`config.mk`:
```
export PLATFORM = sky130hd
export DESIGN_NAME = bdcr_regs
export DESIGN_NICKNAME = d
export VERILOG_FILES = /design/src/pkg/bdcr_pkg.sv /design/src/core/bdcr_regs.sv
export VERILOG_INCLUDE_DIRS = /design/src /design/src/pkg
export SDC_FILE = /design/constraint.sdc
export NUM_CORES = 1
export LEC_CHECK = 0
export BUFFER_PORTS_ARGS = -buffer_cell sky130_fd_sc_hd__clkbuf_2
export CAP_MARGIN = 0
export CELL_PAD_IN_SITES_DETAIL_PLACEMENT = 1
export CELL_PAD_IN_SITES_GLOBAL_PLACEMENT = 2
export CORE_ASPECT_RATIO = 2
export CORE_MARGIN = 5
export CORE_UTILIZATION = 36
export CTS_CLUSTER_DIAMETER = 100
export DETAILED_ROUTE_END_ITERATION = 8
export PLACE_DENSITY_LB_ADDON = 0.1
export SETUP_SLACK_MARGIN = 0.1
export SYNTH_ARGS = -nofsm -noshare
export SYNTH_HDL_FRONTEND = slang
export SYNTH_SLANG_ARGS = --single-unit
```
`constraint.sdc`:
```
create_clock -name MCLK -period 4.4 [get_ports MCLK]
set_input_delay 0.22 -clock MCLK [delete_from_list [all_inputs] [get_ports MCLK]]
set_output_delay 0.22 -clock MCLK [all_outputs]
set_load 0.005 [all_outputs]
```
`src/pkg/bdcr_defines.svh`:
```
// Offsets, field positions, reset values and timing counts for the bridge config bank
// Assumes a 100 MHz MCLK and a 32-bit AXI4-Lite register port
`ifndef BDCR_DEFINES_SVH
`define BDCR_DEFINES_SVH
`define BDCR_OFF_PWMSRC 8'h08
`define BDCR_OFF_SEQUENCER_MAPPING 8'h0C
`define BDCR_OFF_DELAY 8'h10
`define BDCR_OFF_PUMP 8'h14
`define BDCR_OFF_PCLK 8'h18
`define BDCR_OFF_PROT 8'h1C
`define BDCR_RST_PWMSRC 32'h00261504
`define BDCR_RST_PCLK 32'h00014A16
`define BDCR_RST_PROT 32'h01000000
`define BDCR_MASK_PWMSRC 32'h00770000
`define BDCR_MASK_SEQUENCER_MAPPING 32'h00010101
`define BDCR_MASK_DELAY 32'h000F0000
`define BDCR_MASK_PUMP 32'h00030F05
`define BDCR_MASK_PCLK 32'h00037F1F
`define BDCR_MASK_PROT 32'h1F333333
`define BDCR_LS3_LSB 16
`define BDCR_HS3_LSB 20
`define BDCR_DLY_VALID 24
`define BDCR_DLY_CLR 25
`define BDCR_DLY_SET 26
`define BDCR_DLY_DIR 19
`define BDCR_DLY_CH_LSB 16
`define BDCR_UV_SDEN 24
`define BDCR_STEP_NS 50
`define BDCR_CLK_NS 10
`define BDCR_STEP_CYC (`BDCR_STEP_NS / `BDCR_CLK_NS)
`define BDCR_PUMP_IN_MHZ 20
`define BDCR_PRE_CYC (100 / `BDCR_PUMP_IN_MHZ)
`define BDCR_FILT_BASE_US 4
`define BDCR_FILT_BASE_CYC (`BDCR_FILT_BASE_US * 1000 / `BDCR_CLK_NS)
`endif

```
`src/pkg/bdcr_pkg.sv`:
```
// Types shared by the bridge config bank
// Assumes nothing beyond a SystemVerilog tool
package bdcr_pkg;
  // Delay timer states
  typedef enum logic [1:0] {BDCR_IDLE, BDCR_ARMED, BDCR_COUNT} bdcr_meas_t;
endpackage

```
`src/core/bdcr_regs.sv`:
```
// Bridge driver config bank: source select, sequencer map, delay timer, pump control
// Assumes AXI4-Lite master on MCLK; analog status inputs come from other domains
//
// Decided for this implementation: the AXI4-Lite register port.
`timescale 1ns/10ps
`include "bdcr_defines.svh"
module bdcr_regs
(
  // Clock, reset, enable
  input wire logic MCLK,
  input wire logic NRST,
  input wire logic CE,
  // AXI4-Lite write
  input wire logic [7:0] AWADDR,
  input wire logic AWVALID,
  output logic AWREADY,
  input wire logic [31:0] WDATA,
  input wire logic [3:0] WSTRB,
  input wire logic WVALID,
  output logic WREADY,
  output logic [1:0] BRESP,
  output logic BVALID,
  input wire logic BREADY,
  // AXI4-Lite read
  input wire logic [7:0] ARADDR,
  input wire logic ARVALID,
  output logic ARREADY,
  output logic [31:0] RDATA,
  output logic [1:0] RRESP,
  output logic RVALID,
  input wire logic RREADY,
  // Bridge side inputs (same clock)
  input wire logic PWM_ENABLES_ANY,
  input wire logic [7:0] PWM_IN_LOW,
  input wire logic [7:0] PWM_IN_HIGH,
  // Asynchronous inputs from analog
  input wire logic [2:0] ACTIVE_HIGH_SIDE,
  input wire logic SWITCH_ON_EVENT,
  input wire logic [5:0] GATE_ON,
  input wire logic PUMP_READY,
  input wire logic PUMP_UV_CONV,
  input wire logic PUMP_UV_COMP,
  input wire logic SUPPLY_LOW,
  input wire logic BRIDGE_REQ,
  // Outputs
  output logic PHASE3_LOW_PWM,
  output logic PHASE3_HIGH_PWM,
  output logic [2:0] SEQ_ROUTE,
  output logic PUMP_POWER_ON,
  output logic PUMP_FALL_THRESHOLD,
  output logic PUMP_SINGLE_STAGE,
  output logic PUMP_UV,
  output logic BRIDGE_ENABLE,
  output logic PUMP_CLK
);
  ////////////////////////////////////////////////////////////////////////////////
  // Register storage
  logic [31:0] pwmsrc; // Phase-3 source fields
  logic [31:0] sequencer_mapping; // Route bits
  logic [2:0] act_side; // Captured active sides
  logic [9:0] delay_result; // Timer result
  logic [3:0] delay_cfg; // Direction and channel
  logic delay_valid; // Valid flag
  logic [31:0] pump; // Pump control
  logic [31:0] pclk; // Pump clock control
  logic [31:0] prot; // Protection control
  // Synchronisers for analog inputs
  logic [13:0] sync_a;
  logic [13:0] sync_b;
  logic sw_on_prev; // Switch-on edge detect
  logic gate_prev; // Selected gate edge detect
  ////////////////////////////////////////////////////////////////////////////////
  // Bus channel state
  logic aw_full;
  logic w_full;
  logic [7:0] aw_addr;
  logic [31:0] w_data;
  logic [3:0] w_strb;
  logic do_write;
  logic [31:0] wmask;
  assign AWREADY = !aw_full && !BVALID;
  assign WREADY = !w_full && !BVALID;
  assign ARREADY = !RVALID;
  assign do_write = aw_full && w_full && !BVALID;
  assign wmask = {{8{w_strb[3]}}, {8{w_strb[2]}}, {8{w_strb[1]}}, {8{w_strb[0]}}};
  assign BRESP = 2'h0;
  // Address and data latches, taken in either order
  always_ff @(posedge MCLK)
  begin
    if (!NRST)
    begin
      aw_full <= 1'b0;
      w_full <= 1'b0;
      aw_addr <= 8'h00;
      w_data <= 32'h00000000;
      w_strb <= 4'h0;
    end
    else if (CE)
    begin
      if (AWVALID && AWREADY)
      begin
        aw_full <= 1'b1;
        aw_addr <= AWADDR;
      end
      else if (do_write)
        aw_full <= 1'b0;
      if (WVALID && WREADY)
      begin
        w_full <= 1'b1;
        w_data <= WDATA;
        w_strb <= WSTRB;
      end
      else if (do_write)
        w_full <= 1'b0;
    end
  end
  // Write response, always OKAY; writes to unmapped words are dropped
  always_ff @(posedge MCLK)
  begin
    if (!NRST)
      BVALID <= 1'b0;
    else if (CE)
    begin
      if (do_write)
        BVALID <= 1'b1;
      else if (BREADY)
        BVALID <= 1'b0;
    end
  end
  ////////////////////////////////////////////////////////////////////////////////
  // Write decode strobes
  logic wr_src, wr_seq, wr_dly, wr_pump, wr_pclk, wr_prot;
  always_comb
  begin
    wr_src = do_write && aw_addr == `BDCR_OFF_PWMSRC;
    wr_seq = do_write && aw_addr == `BDCR_OFF_SEQUENCER_MAPPING;
    wr_dly = do_write && aw_addr == `BDCR_OFF_DELAY;
    wr_pump = do_write && aw_addr == `BDCR_OFF_PUMP;
    wr_pclk = do_write && aw_addr == `BDCR_OFF_PCLK;
    wr_prot = do_write && aw_addr == `BDCR_OFF_PROT;
  end
  ////////////////////////////////////////////////////////////////////////////////
  // Control registers with masked byte writes
  always_ff @(posedge MCLK)
  begin
    if (!NRST)
    begin
      pwmsrc <= `BDCR_RST_PWMSRC & `BDCR_MASK_PWMSRC;
      sequencer_mapping <= 32'h00000000;
      pump <= 32'h00000000;
      pclk <= `BDCR_RST_PCLK;
      prot <= `BDCR_RST_PROT;
    end
    else if (CE)
    begin
      // Source fields locked while any PWM enable is set
      if (wr_src && !PWM_ENABLES_ANY)
        pwmsrc <= (pwmsrc & ~wmask) | (w_data & wmask & `BDCR_MASK_PWMSRC);
      if (wr_seq)
        sequencer_mapping <= (sequencer_mapping & ~wmask) | (w_data & wmask & `BDCR_MASK_SEQUENCER_MAPPING);
      if (wr_pump)
        pump <= (pump & ~wmask) | (w_data & wmask & `BDCR_MASK_PUMP);
      if (wr_pclk)
        pclk <= (pclk & ~wmask) | (w_data & wmask & `BDCR_MASK_PCLK);
      if (wr_prot)
        prot <= (prot & ~wmask) | (w_data & wmask & `BDCR_MASK_PROT);
    end
  end
  ////////////////////////////////////////////////////////////////////////////////
  // Two-flop synchronisers for analog inputs
  always_ff @(posedge MCLK)
  begin
    if (!NRST)
    begin
      sync_a <= 14'h0000;
      sync_b <= 14'h0000;
    end
    else if (CE)
    begin
      sync_a <= {BRIDGE_REQ, SUPPLY_LOW, PUMP_UV_COMP, PUMP_UV_CONV, PUMP_READY,
                 SWITCH_ON_EVENT, GATE_ON, ACTIVE_HIGH_SIDE[2:1]};
      sync_b <= sync_a;
    end
  end
  logic [2:0] act_s;
  logic sw_on_s, ready_s, uvconv_s, uvcomp_s, vlow_s, breq_s;
  logic [5:0] gate_s;
  logic act0_a, act0_b;
  assign {breq_s, vlow_s, uvcomp_s, uvconv_s, ready_s, sw_on_s, gate_s} = sync_b[13:2];
  assign act_s = {sync_b[1:0], act0_b};
  always_ff @(posedge MCLK)
  begin
    if (!NRST)
    begin
      act0_a <= 1'b0;
      act0_b <= 1'b0;
    end
    else if (CE)
    begin
      act0_a <= ACTIVE_HIGH_SIDE[0];
      act0_b <= act0_a;
    end
  end
  // Capture active side on switch-on rising edge
  always_ff @(posedge MCLK)
  begin
    if (!NRST)
    begin
      act_side <= 3'h0;
      sw_on_prev <= 1'b0;
    end
    else if (CE)
    begin
      sw_on_prev <= sw_on_s;
      if (sw_on_s && !sw_on_prev)
        act_side <= act_s;
    end
  end
  ////////////////////////////////////////////////////////////////////////////////
  // Delay measurement timer
  logic [2:0] ch;
  logic ch_on;
  logic gate_sel;
  logic gate_edge;
  logic gate_end; // Opposite edge that ends a count
  logic [2:0] step_cnt;
  bdcr_pkg::bdcr_meas_t meas;
  assign ch = delay_cfg[2:0];
  assign ch_on = ch[1:0] != 2'h0;
  // Low side on codes 1-3, high side on 5-7
  assign gate_sel = ch_on ? gate_s[{ch[2], 2'h0} + {1'b0, ch[1:0]} - 3'h1 - {2'h0, ch[2]}] : 1'b0;
  assign gate_edge = delay_cfg[3] ? (gate_sel && !gate_prev) : (!gate_sel && gate_prev);
  // The opposite transition of the selected gate stops the count
  assign gate_end = delay_cfg[3] ? (!gate_sel && gate_prev) : (gate_sel && !gate_prev);
  always_ff @(posedge MCLK)
  begin
    if (!NRST)
    begin
      delay_cfg <= 4'h0;
      delay_valid <= 1'b0;
      delay_result <= 10'h000;
      step_cnt <= 3'h0;
      gate_prev <= 1'b0;
      meas <= bdcr_pkg::BDCR_IDLE;
    end
    else if (CE)
    begin
      gate_prev <= gate_sel;
      if (wr_dly && w_strb[2])
        delay_cfg <= w_data[19:16];
      // Set and a finished count both win over a clear in the same cycle
      if (wr_dly && w_strb[3] && w_data[`BDCR_DLY_SET])
        delay_valid <= 1'b1;
      else if (meas == bdcr_pkg::BDCR_COUNT && gate_end)
        delay_valid <= 1'b1;
      else if (wr_dly && w_strb[3] && w_data[`BDCR_DLY_CLR])
        delay_valid <= 1'b0;
      case (meas)
        bdcr_pkg::BDCR_IDLE:
        begin
          // Cleared flag with a channel arms a measurement
          if (!delay_valid && ch_on)
            meas <= bdcr_pkg::BDCR_ARMED;
        end
        bdcr_pkg::BDCR_ARMED:
        begin
          if (!ch_on || delay_valid)
            meas <= bdcr_pkg::BDCR_IDLE;
          else if (gate_edge)
          begin
            meas <= bdcr_pkg::BDCR_COUNT;
            delay_result <= 10'h000;
            step_cnt <= 3'h0;
          end
        end
        bdcr_pkg::BDCR_COUNT:
        begin
          if (!ch_on || delay_valid || gate_end)
            meas <= bdcr_pkg::BDCR_IDLE;
          else if (step_cnt == 3'(`BDCR_STEP_CYC - 1))
          begin
            step_cnt <= 3'h0;
            if (delay_result != 10'h3FF)
              delay_result <= delay_result + 10'h001;
          end
          else
            step_cnt <= step_cnt + 3'h1;
        end
        default: meas <= bdcr_pkg::BDCR_IDLE;
      endcase
    end
  end
  ////////////////////////////////////////////////////////////////////////////////
  // Undervoltage filter and bridge gating
  logic uv_raw;
  logic [15:0] filt_cnt;
  logic [15:0] filt_lim;
  assign uv_raw = pump[9] ? uvcomp_s : uvconv_s;
  assign filt_lim = 16'(`BDCR_FILT_BASE_CYC) << pump[11:10];
  always_ff @(posedge MCLK)
  begin
    if (!NRST)
    begin
      filt_cnt <= 16'h0000;
      PUMP_UV <= 1'b0;
    end
    else if (CE)
    begin
      if (!uv_raw)
      begin
        filt_cnt <= 16'h0000;
        PUMP_UV <= 1'b0;
      end
      else if (filt_cnt >= filt_lim - 16'h0001)
        PUMP_UV <= 1'b1;
      else
        filt_cnt <= filt_cnt + 16'h0001;
    end
  end
  // Bridge enable gated by ready and undervoltage shutdown
  always_ff @(posedge MCLK)
  begin
    if (!NRST)
      BRIDGE_ENABLE <= 1'b0;
    else if (CE)
    begin
      if (!breq_s)
        BRIDGE_ENABLE <= 1'b0;
      else if (prot[`BDCR_UV_SDEN] && PUMP_UV)
        BRIDGE_ENABLE <= 1'b0;
      else if (pump[2] && (PUMP_UV || !ready_s))
        BRIDGE_ENABLE <= BRIDGE_ENABLE && !PUMP_UV;
      else
        BRIDGE_ENABLE <= 1'b1;
    end
  end
  ////////////////////////////////////////////////////////////////////////////////
  // Static pump outputs and source muxes
  always_ff @(posedge MCLK)
  begin
    if (!NRST)
    begin
      PUMP_POWER_ON <= 1'b0;
      PUMP_FALL_THRESHOLD <= 1'b0;
      PUMP_SINGLE_STAGE <= 1'b0;
      SEQ_ROUTE <= 3'h0;
      PHASE3_LOW_PWM <= 1'b0;
      PHASE3_HIGH_PWM <= 1'b0;
    end
    else if (CE)
    begin
      PUMP_POWER_ON <= pump[0];
      PUMP_FALL_THRESHOLD <= pump[8];
      // Auto stage follows supply, else fixed selection
      PUMP_SINGLE_STAGE <= pump[17] ? vlow_s : pump[16];
      SEQ_ROUTE <= {sequencer_mapping[16], sequencer_mapping[8], sequencer_mapping[0]};
      // Code 3 low side is the inverted compare input
      PHASE3_LOW_PWM <= (pwmsrc[18:16] == 3'h3) ? !PWM_IN_LOW[3] : PWM_IN_LOW[pwmsrc[18:16]];
      PHASE3_HIGH_PWM <= PWM_IN_HIGH[pwmsrc[22:20]];
    end
  end
  ////////////////////////////////////////////////////////////////////////////////
  // Pump clock divider with dithering
  logic [2:0] pre_cnt;
  logic [6:0] div_cnt;
  logic dith_sel;
  logic [6:0] bound;
  assign bound = dith_sel ? {pclk[14:13], pclk[4:0]} : {pclk[14:13], pclk[12:8]};
  always_ff @(posedge MCLK)
  begin
    if (!NRST)
    begin
      pre_cnt <= 3'h0;
      div_cnt <= 7'h00;
      dith_sel <= 1'b0;
      PUMP_CLK <= 1'b0;
    end
    else if (CE)
    begin
      if (!pclk[16] || pclk[14:13] == 2'h0)
      begin
        PUMP_CLK <= pclk[17];
        pre_cnt <= 3'h0;
        div_cnt <= 7'h00;
      end
      else if (pre_cnt == 3'(`BDCR_PRE_CYC - 1))
      begin
        pre_cnt <= 3'h0;
        // Half period of bound ticks, bound swaps each full period
        if (div_cnt >= bound - 7'h01)
        begin
          div_cnt <= 7'h00;
          PUMP_CLK <= !PUMP_CLK;
          if (PUMP_CLK)
            dith_sel <= !dith_sel;
        end
        else
          div_cnt <= div_cnt + 7'h01;
      end
      else
        pre_cnt <= pre_cnt + 3'h1;
    end
  end
  ////////////////////////////////////////////////////////////////////////////////
  // Read channel
  logic [31:0] rd;
  logic rd_bad;
  always_comb
  begin
    rd_bad = 1'b0;
    case (ARADDR)
      `BDCR_OFF_PWMSRC: rd = pwmsrc;
      `BDCR_OFF_SEQUENCER_MAPPING: rd = sequencer_mapping | {14'h0000, act_side[2], 7'h00, act_side[1], 7'h00,
                                        act_side[0], 1'b0};
      `BDCR_OFF_DELAY: rd = {7'h00, delay_valid, 4'h0, delay_cfg, 6'h00, delay_result};
      `BDCR_OFF_PUMP: rd = pump;
      `BDCR_OFF_PCLK: rd = pclk;
      `BDCR_OFF_PROT: rd = prot;
      default:
      begin
        rd = 32'h00000000;
        rd_bad = 1'b1;
      end
    endcase
  end
  always_ff @(posedge MCLK)
  begin
    if (!NRST)
    begin
      RVALID <= 1'b0;
      RDATA <= 32'h00000000;
      RRESP <= 2'h0;
    end
    else if (CE)
    begin
      if (ARVALID && ARREADY)
      begin
        RVALID <= 1'b1;
        RDATA <= rd;
        RRESP <= rd_bad ? 2'h2 : 2'h0;
      end
      else if (RREADY)
        RVALID <= 1'b0;
    end
  end
endmodule // bdcr_regs

```
==> results of run 1 <==
## per-layer routing
metal,vias to the layer above,track usage,routed length (µm)
met5,-,0,0
met4,0,0.0497,877
met3,52,0.0238,1390
met2,186,0.410,24100
met1,5839,0.255,18700
li1,5662,-,-
## worst max-delay path by stage
stage                            end  slack [ns]  cells past startpoint
after CTS                 div_cnt[5]        0.84                     11
after floorplan             dith_sel        1.18                     12
after detailed placement  div_cnt[5]        0.83                     11
after global placement    div_cnt[5]        0.93                     11
after global routing      div_cnt[5]        0.58                     11
final                     div_cnt[5]        0.87                     11
## kinds of logic (layout without fill, tap and decap cells)
| family | after synthesis | after routing | share of synthesized area |
|---|---|---|---|
| compound gates | 326 | 326 | 0.156 |
| xor+xnor | 11 | 11 | 0.00713 |
| fa+ha+maj | 33 | 33 | 0.0305 |
| buf+inv | 111 | 290 | 0.0328 |
| flops | 327 | 327 | 0.484 |
| mux | 95 | 95 | 0.0752 |
| other cells | 2 | 7 | 0.000556 |
| simple gates | 598 | 598 | 0.213 |
## synth_stat cells (4+ instances only)
library cell	count	area, µm²
or3_1	6	37.5
clkbuf_1	72	270
nand2b_1	10	62.6
a22oi_1	42	315
inv_1	22	82.6
nor3_1	14	70.1
or4_1	9	67.6
nand2_1	221	830
o32ai_1	4	35.0
a211oi_1	7	52.6
dfxtp_1	327	6550
o31ai_1	10	75.1
mux2i_1	87	871
nor2_1	111	417
a31oi_1	8	50.1
or2_2	4	25.0
a221oi_1	18	158
ha_1	33	413
o211ai_1	5	37.5
a21oi_1	117	586
and2_1	51	319
nand3_1	61	305
o221ai_1	10	87.6
and3_1	71	444
mux4_2	5	113
xor2_1	7	61.3
xnor2_1	4	35.0
nand4_1	15	93.8
o21ai_1	34	170
o21ai_0	30	150
o311ai_1	4	35.0
o22ai_1	5	31.3
nor3b_1	4	30.0
buf_1	10	37.5
a21o_1	5	37.5
## critical path: stages, from the launching register on
cell	delay, ns
dfxtp_1	0.60
mux2i_1	0.37
ha_1	0.24
o21ai_0	0.14
or3b_2	0.48
xor2_1	0.16
ha_1	0.29
and3_1	0.18
a221oi_1	0.38
o211a_1	0.26
o21ai_0	0.19
a21oi_1	0.18
## per-stage QoR
| step | utilization | hold WS, ns |
|---|---|---|
| 2_1_floorplan | - | 0.356 |
| 3_3_place_gp | 0.394 | 0.438 |
| 3_5_place_dp | 0.394 | 0.444 |
| 4_1_cts | 0.436 | 0.129 |
| 5_1_grt | 0.436 | 0.164 |
| 6_report | 0.436 | 0.163 |
## layout make-up
type | count | area share
clock buffer | 44 | 0.0527
clock inverter | 10 | 0.00858
inverter | 24 | 0.00572
multi-input combinational | 1070 | 0.407
sequential | 327 | 0.404
tap | 459 | 0.0355
timing repair buffer | 212 | 0.0865
## report_power, final
| group | internal, W | switching (W) | leakage, nW |
|---|---|---|---|
| logic | 0.000124 | 0.000182 | 3.39 |
| registers | 0.00300 | 0.0000386 | 2.64 |
| clock network | 0.00152 | 0.00117 | 0.485 |
| total | 0.00464 | 0.00140 | 6.51 |
==> run metrics, run 1 <==
fraction of the cycle the final worst path needs=0.802; buffers added on ports=133; status=completed; worst slew pin tran=1.14 ns; htree depth=1; number of synthesized flops with an enable pin=0; Die W=147 µm; hold path start=CE; antenna-violating nets left=0; die area=41800 µm²; Total GRT Usage=0.215; CTS tree=done; fin. max-slew vios=0; RSZ-0062 raised after global routing=no; setup TNS=0 ns; VDD IR-drop max=266 µV; Avg WL per Cell=21.0 µm; Worst R2R Setup Slack=0.87 ns; Post-Place Cells=2036; pre-CTS WS=0.834 ns; Setup violations, final=0; GPL Wtd Cong=0.786; Critical Path Source=dith_sel; synth warn=0; Clock Path Buffers=3; total chip power=0.00603 W; post-route cell area=16200 µm²; unique cell type count in the Yosys netlist=70; first drt pass iteration count=4; #FFs+latches synth=327; asr flop ratio synth=0; layout cells sized above 1=0.137; Final min period=3.53 ns; largest net degree at the start of global routing=70; post-CTS repair timing setup buffer count=0; Power per Cell Area=372 nW/µm²; register area=6550 µm²; root buffer cell=clkbuf_16; startpoint types=flip-flop; Nets=1790; Starting DRT DRC Count=402; Area Overhead vs Synth=19.8%; Setup WS post-layout=0.870 ns; Inserted Clock Buffers=30; row cnt=100; Detailed Route WL=45100 µm; Finished Layout Cells=2146; core area=37200 µm²; RR Endpoint=div_cnt[5]; hold buffer count at cts=56; Synth Instances=1503; clk_lat worst skew=0.58 ns; final hold violation count=0; Crit Path Category=flip-flop to flip-flop; FMAX=283 MHz; initial antenna violation count=0; synthesized cell area=13500 µm²; chip height=284 µm; Arr. time, crit path=4.04 ns; GR Overflow Total=0; sequential element share of the synthesized area=0.484; RR Startpoint=dith_sel; prevailing post-synth register cell=dfxtp_1; Crit Path Max Fanout=11; Hold EP=PUMP_FALL_THRESHOLD; Fillers=4317; LEAKAGE=6.51 nW; vias in the first global route=12600; Initial Utilization=0.364; Vias/cell=5.47; most common cell after layout, fill and taps aside=dfxtp_1; commonest non-fill, non-tap cells in the layout=327 x dfxtp_1, 221 x nand2_1, 131 x clkbuf_2, 117 x a21oi_1, 110 x nor2_1; placed inst area=14600 µm²; Reg clk slew, reported paths=0.07 ns; Multi-input gate area=6590 µm²; detailed-route via count=11700; Min-Delay Path Depth=3; num ports=144; Req. time, crit path=4.91 ns; HP Class=primary input to flip-flop; Sink Count=327; CP Capture Type=flip-flop; Reg2Reg Depth=11; n_diodes=0; synthesized area per cell=8.99 µm²; dpl hpwl=32400 µm; Setup Skew=0.0125 ns; MaxCap Viol Count=0; global-route wire length before repair=71800 µm; DRC=0; Worst slew margin=0.239; PostCTS Resize Cnt=0
Note: power is estimated with default switching activity, not from simulation.
==> run 2, diff against run 1 <==
- clock period: 4.4 -> 3.3 ns (I/O delays scaled with it)
==> run metrics, run 2 (synthesized netlist as in run 1, its figures left out) <==
FMAX=325 MHz (+15%); Fillers=4301 (-0.37%); fraction of the cycle the final worst path needs=0.933 (+0.130); CP Capture Type=flip-flop; Final Core Density=0.445 (+0.00869); Worst R2R Setup Slack=0.22 ns (-0.65 ns); CTS tree=done; Nets=1813 (+1.3%); RSZ-0062 raised after global routing=no; LEAKAGE=6.69 nW (+2.7%); buffers added on ports=133 (unchanged); Worst slew margin=0.401 (+0.163); Final min period=3.08 ns (-0.453 ns); Starting DRT DRC Count=441 (+9.7%); commonest non-fill, non-tap cells in the layout=326 x dfxtp_1, 221 x nand2_1, 131 x clkbuf_2, 117 x a21oi_1, 110 x nor2_1; dpl hpwl=33500 µm (+3.5%); Area Overhead vs Synth=22.2%; initial antenna violation count=0 (unchanged); most common cell after layout, fill and taps aside=dfxtp_1; Detailed Route WL=46300 µm (+2.7%); vias in the first global route=12600 (+0.65%); Setup violations, final=0 (unchanged); total chip power=0.00833 W (+38%); post-route cell area=16500 µm² (+2.0%); htree depth=1 (unchanged); Setup Skew=0.0199 ns (+0.00748 ns); setup TNS=0 ns (unchanged); Power per Cell Area=504 nW/µm² (+35%); num ports=144 (unchanged); n_diodes=0 (unchanged); Arr. time, crit path=3.59 ns (-0.45 ns); final hold violation count=0 (unchanged); fin. max-slew vios=0 (unchanged); VDD IR-drop max=444 µV (+67%); Worst path max stage delay=0.46 ns (-0.14 ns); core area=37200 µm² (unchanged); GPL Wtd Cong=0.804 (+2.3%); Sink Count=327 (unchanged); row cnt=100 (unchanged); root buffer cell=clkbuf_16; startpoint types=flip-flop; GR Overflow Total=0 (unchanged); clk_lat worst skew=0.59 ns (about the same); CP cell instances=mux2i_2 > ha_2 > o21ai_1 > or3b_2 > xor2_1 > ha_1 > and3_1 > a221oi_1 > buf_4 > o211a_1 > o21ai_0 > a21oi_1; Die W=147 µm (unchanged); Inserted Clock Buffers=31 (+3.3%); Clock Path Buffers=3 (unchanged); Crit Path Category=flip-flop to flip-flop; worst slew pin tran=0.898 ns (-0.244 ns); placed inst area=14800 µm² (+1.2%); Total GRT Usage=0.217 (+0.00248); Req. time, crit path=3.81 ns (-1.10 ns); Crit-path slowest cell=or3b_2; layout cells sized above 1=0.154 (+0.0167); Initial Utilization=0.364 (unchanged); largest net degree at the start of global routing=72 (+2.9%); DRC=0 (unchanged); Vias/cell=5.44 (-0.49%); detailed-route via count=11800 (+0.67%); Avg WL per Cell=21.3 µm (+1.5%); first drt pass iteration count=5 (+1); status=completed; chip height=284 µm (unchanged); antenna-violating nets left=0 (unchanged); global-route wire length before repair=72400 µm (+0.82%); MaxCap Viol Count=0 (unchanged); Crit Path Max Fanout=4 (-7); die area=41800 µm² (unchanged); HP Class=primary input to flip-flop; Reg clk slew, reported paths=0.07 ns (about the same)
run 2: power breakdown:
group,internal [W],total (W),switching (W)
Combinational,0.000173,0.000422,0.000248
Sequential,0.00399,0.00405,0.0000539
Clock,0.00224,0.00386,0.00163
run 2: worst paths after layout:
path | startpoint | endpoint | depth (start not counted)
worst max-delay path | dith_sel | div_cnt[5] | 12
worst max register to register | dith_sel | div_cnt[5] | 12
worst min-delay path | ARADDR[0] | RRESP[1] | 4
worst min register to register | RDATA[27] | RDATA[27] | 2
run 2: final cells by class:
type | instances | area, µm² | area share
Inverter | 24 | 92.6 | 0.00561
Timing Repair Buffer | 234 | 1590 | 0.0965
Multi-Input combinational cell | 1070 | 6610 | 0.400
Clock buffer | 47 | 956 | 0.0579
Clock inverter | 10 | 149 | 0.00901
Tap cell | 459 | 574 | 0.0348
Sequential cell | 327 | 6550 | 0.396
run 2: what timing repair did:
action / CTS / global route
gates resized for setup: 0 / 7
endpoints found under the hold margin: 59 / 0
buffers inserted: 0 / 1
setup endpoints to repair: 0 / 9
hold buffers: 57 / 0
run 2: worst max-delay path: cells and delay by family, from the launching register on:
family / cells / cell delay [ns]
xor+xnor: 1 / 0.16
fa+ha+maj: 2 / 0.51
compound gates: 5 / 0.90
buf+inv: 1 / 0.16
mux: 1 / 0.26
simple gates: 2 / 0.64
flops: 1 / 0.38
run 2: per-layer routing:
layer  track usage  vias to the layer above  routed length [µm]
met2         0.414                      201               24600
met4        0.0700                        0                1450
met3        0.0223                       64                1260
met5             0                        -                   0
li1              -                     5707                   -
met1         0.251                     5846               18900
run 2: per-stage QoR:
step	setup WS (ns)	hold WS [ns]	cells
2_1_floorplan	0.232	0.301	1508
3_3_place_gp	0.222	0.396	2056
3_5_place_dp	0.184	0.396	2056
4_1_cts	0.152	0.0837	2170
5_1_grt	0.0904	0.156	2171
6_report	0.222	0.114	2171
